`src/pkg/pdmc_defines.svh`:
```
// Purpose: Offsets, field positions, reset values and wait counts of the power-down control block
// Assumes: 8-bit register port, 100 MHz system clock
// Notes: Definitions only
`ifndef PDMC_DEFINES_SVH
`define PDMC_DEFINES_SVH

// Register offsets
`define PDMC_OFS_MODULE_CLOCK_STOP_2 4'h0
`define PDMC_OFS_TIMER_A_MODE 4'h1
`define PDMC_OFS_SYSTEM_CONTROL_1 4'h2
`define PDMC_OFS_POWER_MODE 4'h3
`define PDMC_OFS_IRQ_ENABLE_LO 4'h4
`define PDMC_OFS_IRQ_ENABLE_HI 4'h5
`define PDMC_OFS_STATUS 4'h6
`define PDMC_OFS_PRESCALER 4'h7

// Field positions
`define PDMC_TMA_CLR_HI 3
`define PDMC_TMA_CLR_LO 2
`define PDMC_TMA_SRC_W 7
`define PDMC_SYSCR_STS_LSB 4
`define PDMC_SYSCR_MA_LSB 0
`define PDMC_LVD_BIT 7

// Reset values
`define PDMC_MCS2_RST 8'hff
`define PDMC_TMA_RST 8'h00
`define PDMC_SYSCR_RST 8'h00
`define PDMC_IEN_RST 8'h00

// Wait counts in system-clock states
`define PDMC_WAIT_8K 18'h02000
`define PDMC_WAIT_16K 18'h04000
`define PDMC_WAIT_1K 18'h00400
`define PDMC_WAIT_2K 18'h00800
`define PDMC_WAIT_4K 18'h01000
`define PDMC_WAIT_2 18'h00002
`define PDMC_WAIT_8 18'h00008
`define PDMC_WAIT_16 18'h00010
`define PDMC_WAIT_32K 18'h08000
`define PDMC_WAIT_64K 18'h10000
`define PDMC_WAIT_128K 18'h20000
`define PDMC_SYNC_MAX 2

`endif

```
`src/pkg/pdmc_pkg.sv`:
```
// Purpose: Types of the power-down control block
// Assumes: Constants live in pdmc_defines.svh
// Notes: One-hot mode codes
package pdmc_pkg;
    typedef enum logic [5:0] {
        PDMC_ACTIVE = 6'h01,
        PDMC_SLEEP = 6'h02,
        PDMC_STANDBY = 6'h04,
        PDMC_WATCH = 6'h08,
        PDMC_WAIT = 6'h10,
        PDMC_SUB = 6'h20
    } pdmc_mode_t;
endpackage

```
`src/logic/pdmc_top.sv`:
```
// Purpose: Low-power mode and clock control with subclock prescaler
// Assumes: 100 MHz mclk_i, subclock and wake sources arrive asynchronously
// Notes:
//
// The implementer's own choices: strobed register access and the register addresses.
`timescale 1ns/1ps
`include "pdmc_defines.svh"

module pdmc_top
    import pdmc_pkg::*;
#(
    parameter bit VARIANT_TWO = 1'b0
) (
    // Clock, reset, enable
    input wire logic mclk_i,
    input wire logic nrst_i,
    input wire logic ce_i,
    // Register port
    input wire logic [3:0] addr_i,
    input wire logic [7:0] wdata_i,
    input wire logic wr_i,
    input wire logic rd_i,
    output logic [7:0] rdata_o,
    // Pins and sources
    input wire logic subclock_osc_in_i,
    input wire logic [15:0] irq_req_i,
    input wire logic condition_code_i_mask_i,
    input wire logic sleep_req_i,
    input wire logic standby_req_i,
    input wire logic watch_req_i,
    input wire logic ext_clock_i,
    // Outputs
    output logic cpu_run_o,
    output logic cpu_reset_o,
    output logic exception_start_o,
    output logic medium_speed_o,
    output logic sys_clk_en_o,
    output logic timer_a_tick_o,
    output logic [4:0] subclock_prescaler_o,
    output logic [7:0] module_run_o,
    output logic [15:0] irq_pend_o,
    output logic wait_code_bad_o
);

    logic [7:0] module_clock_stop_2_r;
    logic [7:0] timer_a_mode_register_r;
    logic [7:0] system_control_1_r;
    logic [15:0] irq_en_r;
    logic [4:0] subclock_prescaler_r;
    logic [2:0] sub_sync_r;
    logic sub_lvl_r;
    logic [1:0] sub_div_r;
    logic [15:0] irq_s1_r;
    logic [15:0] irq_s2_r;
    logic [17:0] wait_cnt_r;
    logic [2:0] div_cnt_r;
    logic medium_r;
    logic psc_clear;
    logic sub_edge;
    logic wake;
    pdmc_mode_t mode_r;

    // Wait count decode for the stabilization field
    function automatic logic [17:0] wait_states(input logic [2:0] code, input logic v2);
        logic [17:0] w;
        w = `PDMC_WAIT_8K;
        unique case (code)
            3'h0: w = `PDMC_WAIT_8K;
            3'h1: w = `PDMC_WAIT_16K;
            3'h2: w = v2 ? `PDMC_WAIT_32K : `PDMC_WAIT_1K;
            3'h3: w = v2 ? `PDMC_WAIT_64K : `PDMC_WAIT_2K;
            3'h4: w = v2 ? `PDMC_WAIT_128K : `PDMC_WAIT_4K;
            3'h5: w = `PDMC_WAIT_2;
            3'h6: w = `PDMC_WAIT_8;
            3'h7: w = `PDMC_WAIT_16;
        endcase
        return w;
    endfunction

    // Register writes; standby register resets to all ones
    always_ff @(posedge mclk_i or negedge nrst_i) begin
        if (!nrst_i) begin
            module_clock_stop_2_r <= `PDMC_MCS2_RST;
            timer_a_mode_register_r <= `PDMC_TMA_RST;
            system_control_1_r <= `PDMC_SYSCR_RST;
            irq_en_r <= {`PDMC_IEN_RST, `PDMC_IEN_RST};
        end else if (ce_i && wr_i) begin
            unique case (addr_i)
                `PDMC_OFS_MODULE_CLOCK_STOP_2: module_clock_stop_2_r <= wdata_i;
                `PDMC_OFS_TIMER_A_MODE: timer_a_mode_register_r <= wdata_i;
                `PDMC_OFS_SYSTEM_CONTROL_1: system_control_1_r <= wdata_i;
                `PDMC_OFS_IRQ_ENABLE_LO: irq_en_r[7:0] <= wdata_i;
                `PDMC_OFS_IRQ_ENABLE_HI: irq_en_r[15:8] <= wdata_i;
                default: ;
            endcase
        end
    end

    // Read data one cycle after strobe
    always_ff @(posedge mclk_i or negedge nrst_i) begin
        if (!nrst_i) begin
            rdata_o <= 8'h00;
        end else if (ce_i) begin
            rdata_o <= 8'h00;
            if (rd_i) begin
                unique case (addr_i)
                    `PDMC_OFS_MODULE_CLOCK_STOP_2: rdata_o <= module_clock_stop_2_r;
                    `PDMC_OFS_TIMER_A_MODE: rdata_o <= timer_a_mode_register_r;
                    `PDMC_OFS_SYSTEM_CONTROL_1: rdata_o <= system_control_1_r;
                    `PDMC_OFS_POWER_MODE: rdata_o <= {2'h0, mode_r};
                    `PDMC_OFS_IRQ_ENABLE_LO: rdata_o <= irq_en_r[7:0];
                    `PDMC_OFS_IRQ_ENABLE_HI: rdata_o <= irq_en_r[15:8];
                    `PDMC_OFS_STATUS: rdata_o <= {5'h00, wait_code_bad_o, medium_r, cpu_run_o};
                    `PDMC_OFS_PRESCALER: rdata_o <= {3'h0, subclock_prescaler_r};
                    default: rdata_o <= 8'h00;
                endcase
            end
        end
    end

    // Subclock pin: three stages, a level change counts once stages two and three agree
    // Filtered level resets low like the idle pin, so no false edge follows reset
    always_ff @(posedge mclk_i or negedge nrst_i) begin
        if (!nrst_i) begin
            sub_sync_r <= 3'h0;
            sub_lvl_r <= 1'b0;
        end else if (ce_i) begin
            sub_sync_r <= {sub_sync_r[1:0], subclock_osc_in_i};
            if (sub_sync_r[1] == sub_sync_r[2]) begin
                sub_lvl_r <= sub_sync_r[2];
            end
        end
    end
    // One-cycle rising edge of the filtered subclock level
    assign sub_edge = sub_sync_r[1] & sub_sync_r[2] & ~sub_lvl_r;

    // Divide-by-four of the subclock, then 5-bit prescaler
    assign psc_clear = ce_i && wr_i && (addr_i == `PDMC_OFS_TIMER_A_MODE)
        && wdata_i[`PDMC_TMA_CLR_HI] && wdata_i[`PDMC_TMA_CLR_LO];
    always_ff @(posedge mclk_i or negedge nrst_i) begin
        if (!nrst_i) begin
            sub_div_r <= 2'h0;
            subclock_prescaler_r <= 5'h00;
        end else if (ce_i) begin
            if (psc_clear) begin
                sub_div_r <= 2'h0;
                subclock_prescaler_r <= 5'h00;
            end else if (sub_edge) begin
                // Counts in every mode, independent of mode_r
                sub_div_r <= sub_div_r + 2'h1;
                if (sub_div_r == 2'h3) begin
                    subclock_prescaler_r <= subclock_prescaler_r + 5'h01;
                end
            end
        end
    end
    assign subclock_prescaler_o = subclock_prescaler_r;
    // Prescaler terminal count as timer A clock when selected
    assign timer_a_tick_o = timer_a_mode_register_r[`PDMC_TMA_SRC_W] && sub_edge
        && (sub_div_r == 2'h3) && (subclock_prescaler_r == 5'h1f) && !psc_clear;

    // Interrupt request synchronizer, two clock delay
    always_ff @(posedge mclk_i or negedge nrst_i) begin
        if (!nrst_i) begin
            irq_s1_r <= 16'h0000;
            irq_s2_r <= 16'h0000;
        end else if (ce_i) begin
            irq_s1_r <= irq_req_i;
            irq_s2_r <= irq_s1_r;
        end
    end
    // Requests stay visible whatever the module standby state
    assign irq_pend_o = irq_s2_r;
    assign wake = |(irq_s2_r & irq_en_r) && !condition_code_i_mask_i;

    // Power mode sequencer
    always_ff @(posedge mclk_i or negedge nrst_i) begin
        if (!nrst_i) begin
            mode_r <= PDMC_ACTIVE;
            wait_cnt_r <= 18'h00000;
            medium_r <= 1'b0;
            exception_start_o <= 1'b0;
        end else if (ce_i) begin
            exception_start_o <= 1'b0;
            unique case (mode_r)
                PDMC_ACTIVE: begin
                    medium_r <= system_control_1_r[`PDMC_SYSCR_MA_LSB +: 2] != 2'h0;
                    if (sleep_req_i) begin
                        mode_r <= PDMC_SLEEP;
                    end else if (standby_req_i) begin
                        mode_r <= PDMC_STANDBY;
                    end else if (watch_req_i) begin
                        mode_r <= PDMC_WATCH;
                    end
                end
                PDMC_SLEEP: begin
                    if (wake) begin
                        mode_r <= PDMC_ACTIVE;
                        exception_start_o <= 1'b1;
                    end
                end
                PDMC_STANDBY, PDMC_WATCH: begin
                    if (wake) begin
                        mode_r <= PDMC_WAIT;
                        wait_cnt_r <= wait_states(
                            system_control_1_r[`PDMC_SYSCR_STS_LSB +: 3], VARIANT_TWO);
                    end
                end
                PDMC_WAIT: begin
                    if (wait_cnt_r <= 18'h00001) begin
                        mode_r <= PDMC_ACTIVE;
                        exception_start_o <= 1'b1;
                    end
                    wait_cnt_r <= wait_cnt_r - 18'h00001;
                end
                default: mode_r <= PDMC_ACTIVE;
            endcase
        end
    end

    // Medium-speed clock divider: none, 2, 4 or 8 per select code
    always_ff @(posedge mclk_i or negedge nrst_i) begin
        if (!nrst_i) begin
            div_cnt_r <= 3'h0;
        end else if (ce_i) begin
            div_cnt_r <= div_cnt_r + 3'h1;
        end
    end
    always_comb begin
        sys_clk_en_o = 1'b1;
        if (medium_r && (mode_r == PDMC_SLEEP || mode_r == PDMC_ACTIVE)) begin
            unique case (system_control_1_r[`PDMC_SYSCR_MA_LSB +: 2])
                2'h0: sys_clk_en_o = 1'b1;
                2'h1: sys_clk_en_o = div_cnt_r[0] == 1'b0;
                2'h2: sys_clk_en_o = div_cnt_r[1:0] == 2'h0;
                2'h3: sys_clk_en_o = div_cnt_r == 3'h0;
            endcase
        end
    end

    // Module standby enables; voltage detector bit only in second variant
    assign module_run_o = {module_clock_stop_2_r[`PDMC_LVD_BIT] | ~VARIANT_TWO, 2'h3,
        module_clock_stop_2_r[4:0]};
    assign medium_speed_o = medium_r;
    assign cpu_run_o = (mode_r == PDMC_ACTIVE);
    assign cpu_reset_o = ~nrst_i;
    assign wait_code_bad_o = !ext_clock_i
        && system_control_1_r[`PDMC_SYSCR_STS_LSB +: 3] == 3'h5;
endmodule

```
`config.mk`:
```
export PLATFORM = sky130hd
export DESIGN_NAME = pdmc_top
export DESIGN_NICKNAME = d
export VERILOG_FILES = /design/src/pkg/pdmc_pkg.sv /design/src/logic/pdmc_top.sv
export VERILOG_INCLUDE_DIRS = /design/src /design/src/pkg
export SDC_FILE = /design/constraint.sdc
export NUM_CORES = 1
export LEC_CHECK = 0
export ABC_AREA = 1
export BUFFER_PORTS_ARGS = -buffer_cell sky130_fd_sc_hd__clkbuf_2
export CAP_MARGIN = 20
export CELL_PAD_IN_SITES_DETAIL_PLACEMENT = 1
export CELL_PAD_IN_SITES_GLOBAL_PLACEMENT = 2
export CORE_UTILIZATION = 37
export CTS_BUF_LIST = sky130_fd_sc_hd__clkbuf_4
export DETAILED_ROUTE_END_ITERATION = 10
export PLACE_DENSITY = 0.95
export SLEW_MARGIN = 10
export SYNTH_ARGS = -nofsm -noshare
export SYNTH_HDL_FRONTEND = slang
export SYNTH_SLANG_ARGS = --single-unit
```
`constraint.sdc`:
```
create_clock -name mclk_i -period 3.5 [get_ports mclk_i]
set_clock_uncertainty 0.1 [all_clocks]
set_input_delay 0.35 -clock mclk_i [delete_from_list [all_inputs] [get_ports mclk_i]]
set_output_delay 0.35 -clock mclk_i [all_outputs]
set_load 0.02 [all_outputs]
```
==> results.md <==
| Step | Item | This run |
| --- | --- | --- |
| routing | Routed Wire Length | 17100 um |
| final layout | Fill cell instance count of the final layout | 2017 |
| setup path | Crit path buf inv count | 1 |
| sta | Setup_tns | 0 ns |
| setup path | Startpoint types | register |
| clocking | Root Buffer Master | clkbuf_4 |
| place | Post-Place Setup Slack | 1.12 ns |
| power | Ratio of total power to cell area | 591 nW/um2 |
| synth | Leading register cell type out of synthesis | dfrtp_1 |
| outcome | Result of the run | finished clean |
| clocking | Number of gates resized after cts | 0 |
| floorplan | Site row count | 46 |
| setup path | Last element of the critical path | wait_cnt_r[1] |
| place | Placed cells | 1053 |
| final layout | Most frequent cells in the layout | 313 x nand2_1, 110 x dfrtp_1, 78 x clkbuf_2 |
| setup path | Required time at the endpoint of the critical path | 3.84 ns |
| setup path | Worst R2R Setup Slack | 1.12 ns |
| power | Tot Pwr | 4.22 mW |
| sta | Worst slew margin relative to its limit | 59.8% |
| place | Post-detail-place hpwl | 12300 um |
| routing | DRC marker count from the first detailed-route iteration | 290 |
| global route | GRT Util Overall | 22.5% |
| final layout | Sequential cell area | 2990 um2 |
| setup path | Critical R2R Launch | mode_r[3] |
| routing | Via count | 5346 |
| clocking | TritonCTS clock tree | built |
| sta | Timing-limited maximum frequency | 421 MHz |
| sta | Final cycle utilization of the critical path | 67.9% |
| final layout | NumNets Final | 926 |
| job | Count of max-cap constraint violations | 0 |
| power | Worst vdd ir | 0.000242 V |
| setup path | Worst reg2reg path endpoint | wait_cnt_r[1] |
| global route | Remaining Overflow, GRT | 0 |
| place | Final RePlAce weighted congestion | 0.843 |
| sta | Unrepaired setup endpoints after global routing | false |
| final layout | Share of cells above drive strength 1 | 16.6% |
| setup path | Worst EP arrival | 2.71 ns |
| synth | Synthesis-stage register bit count | 119 |
| synth | Cell variety after synth | 45 |
| sta | Pin slew with the least headroom to its limit | 0.603 ns |
| setup path | Kind of cell with the highest combined delay on the critical path | simple AND/OR/NAND/NOR gates |
| synth | Share of flip-flops with an asynchronous set or reset | 100% |
| setup path | Critical Path Stages | 6 |
| sta | Time the worst path needs with I/O delays and setup | 2.38 ns |
| setup path | Worst Reg-to-Reg Cells | 6 |
| clocking | Number of H-tree branching levels | 4 |
| setup path | Critical path type | register to register |
| sta | Final setup slack of the worst path | 1.12 ns |
| final layout | Synthesis-to-finish area growth | 17.5% |
| synth | Avg Cell Area, Syn | 7.82 um2 |
| final layout | Area of the multi-input gates | 2680 um2 |
| global route | First-pass GRT wire length | 28800 um |
| setup path | Master of the slowest instance on the critical path | dfrtp_1 |
| clocking | Clock transition at path regs | 0.11 ns |
| setup path | Max stage delay on crit path | 0.44 ns |
| synth | Sequential-to-total area share from yosys stat | 49.1% |
| floorplan | Width of the chip | 130 um |
| floorplan | Height of the die | 130 um |
| sta | Pins over their slew limit | 0 |
| synth | Number of enable flip-flop cells after synthesis | 0 |
| global route | Pin count of the biggest net entering global routing | 79 |
| synth | Synthesized netlist cell count | 778 |
| clocking | Clock latency reported for the late side of the worst-skew pair | 0.56 ns |
| routing | Post-route antenna net violation count | 0 |
| setup path | List of cells traversed by the critical path | nor2_2, nand3_2, inv_1, nand2_2, nand2_4, o21ai_0 |
| place | Count of port buffers added during placement | 79 |
| final layout | Total non-filler cell area in the finished layout | 7150 um2 |
| clocking | TritonCTS sink count | 119 |
| sta | Number of hold-slack violations in the final timing report | 0 |
| clocking | Max Root-Sink Buffers | 2 |
| final layout | Cell Count, Final, Fillers Out | 1108 |
| floorplan | Initial Utilization | 38.2% |
| floorplan | Core Region | 15900 um2 |
| worst hold path | Class of the most critical hold timing path | input pin to register |
| routing | Average wire per standard cell | 15.5 um |
| routing | Routed vias/inst | 4.82 |
| final layout | Most common cell after layout, fill and taps aside | nand2_1 |
| power | P_leak | 3.73 nW |
| setup path | Worst setup path start | mode_r[3] |
| setup path | Critical path endpoint category | register |
| global route | Number of global-route vias before repair | 5604 |
| clocking | Post-CTS setup-driven buffer insertion count | 0 |
| floorplan | Die Outline Area | 17000 um2 |
| clocking | Cts bufs inserted | 17 |
| sta | Setup violation total in the final timing report | 0 |
| place | Area of placed instances | 6640 um2 |
| setup path | Crit path max fanout | 27 |
| floorplan | I/O pin cnt | 83 |
| synth | Syn Std Cell Area | 6080 um2 |
| synth | Count of synthesis-stage warnings from yosys | 0 |
| routing | TritonRoute pass-1 iters | 4 |
| routing | Residual DRC count | 0 |
| global route | Antenna violations before repair | 1 |
[synthesized netlist by cell type, drive strengths merged, types with 5 or more instances]
cell type    n  area share (%)
dfrtp      110              45
nand3       38             3.7
xor2        11             1.6
nand4       14             1.4
buf         16             1.9
nand2      320              21
inv         63             3.9
o21ai       74             6.3
ha           8             1.6
dfstp        9             3.9
a21oi        6            0.49
nor2        67             4.8
clkbuf      10            0.78
xnor2        5            0.72
[where the power goes]
part | switching [mW] | total, mW | internal (mW) | leakage, nW
Clock | 0.587 | 1.01 | 0.423 | 0.135
Sequential | 0.284 | 1.97 | 1.69 | 1.48
Combinational | 0.804 | 1.24 | 0.437 | 2.11
[registers in the layout, summed over array words and instances, names as in the netlist, 2 cells and up]
signal and cells:
module_clock_stop_2_r 8, sub_sync_r 3, timer_a_mode_register_r 8, rdata_o 8, div_cnt_r 3, sub_div_r 2, mode_r 5, subclock_prescaler_o 5
irq_pend_o 16, system_control_1_r 8, irq_en_r 16, wait_cnt_r 18, irq_s1_r 16
[worst min-delay path by stage]
| stage | startpoint | endpoint | slack, ns | cells after the start |
|---|---|---|---|---|
| finish | wdata_i[5] | module_clock_stop_2_r[5] | 0.02 | 3 |
| global route | wdata_i[2] | timer_a_mode_register_r[2] | 0.02 | 3 |
| floorplan | nrst_i | div_cnt_r[0] | -0.05 | 0 |
| global placement | nrst_i | div_cnt_r[0] | 0.30 | 1 |
| CTS | wdata_i[5] | module_clock_stop_2_r[5] | 0.01 | 3 |
| detailed placement | nrst_i | div_cnt_r[0] | 0.30 | 1 |
[worst min-delay path, delay by kind of cell]
kind / cells / cell delay, ns
AOI/OAI and AO/OA: 1 / 0.11
buffers and inverters: 2 / 0.22
[timing repair]
action                                  in CTS  in global routing
endpoints found under the hold margin       66                  0
endpoints found under the setup margin       0                  0
hold buffers                                23                  0
[logic make-up after synthesis]
| family | after synthesis | share of synthesized area [%] |
|---|---|---|
| compound gates | 95 | 8.64 |
| xor+xnor | 16 | 2.30 |
| fa+ha+maj | 8 | 1.65 |
| buf+inv | 93 | 6.89 |
| flops | 119 | 49.1 |
| mux | 1 | 0.165 |
| other cells | 1 | 0.0616 |
| simple gates | 445 | 31.2 |
[per-layer routing]
metal,track usage [%],vias to the layer above,routed length [um]
met5,0,-,0
met4,7.73,0,215
met3,4.59,17,506
met2,37.1,83,8120
met1,29.2,2584,8290
li1,-,2662,-
[through the flow]
step,utilization [%],hold slack (ns)
floorplan,-,-0.0456
global placement,41.6,0.300
detailed placement,41.6,0.296
CTS,44.8,0.0102
global route,44.8,0.0194
finish,44.8,0.0200
[area by class of cell]
cell class	count	area share [%]
timing repair buffer	106	9.38
clock inverter	14	2.10
antenna	1	0.0350
clock buffer	17	1.79
tap	216	3.78
multi-input combinational	568	37.5
sequential	119	41.8
inverter	67	3.55
Power figures use the tool's default switching activity.
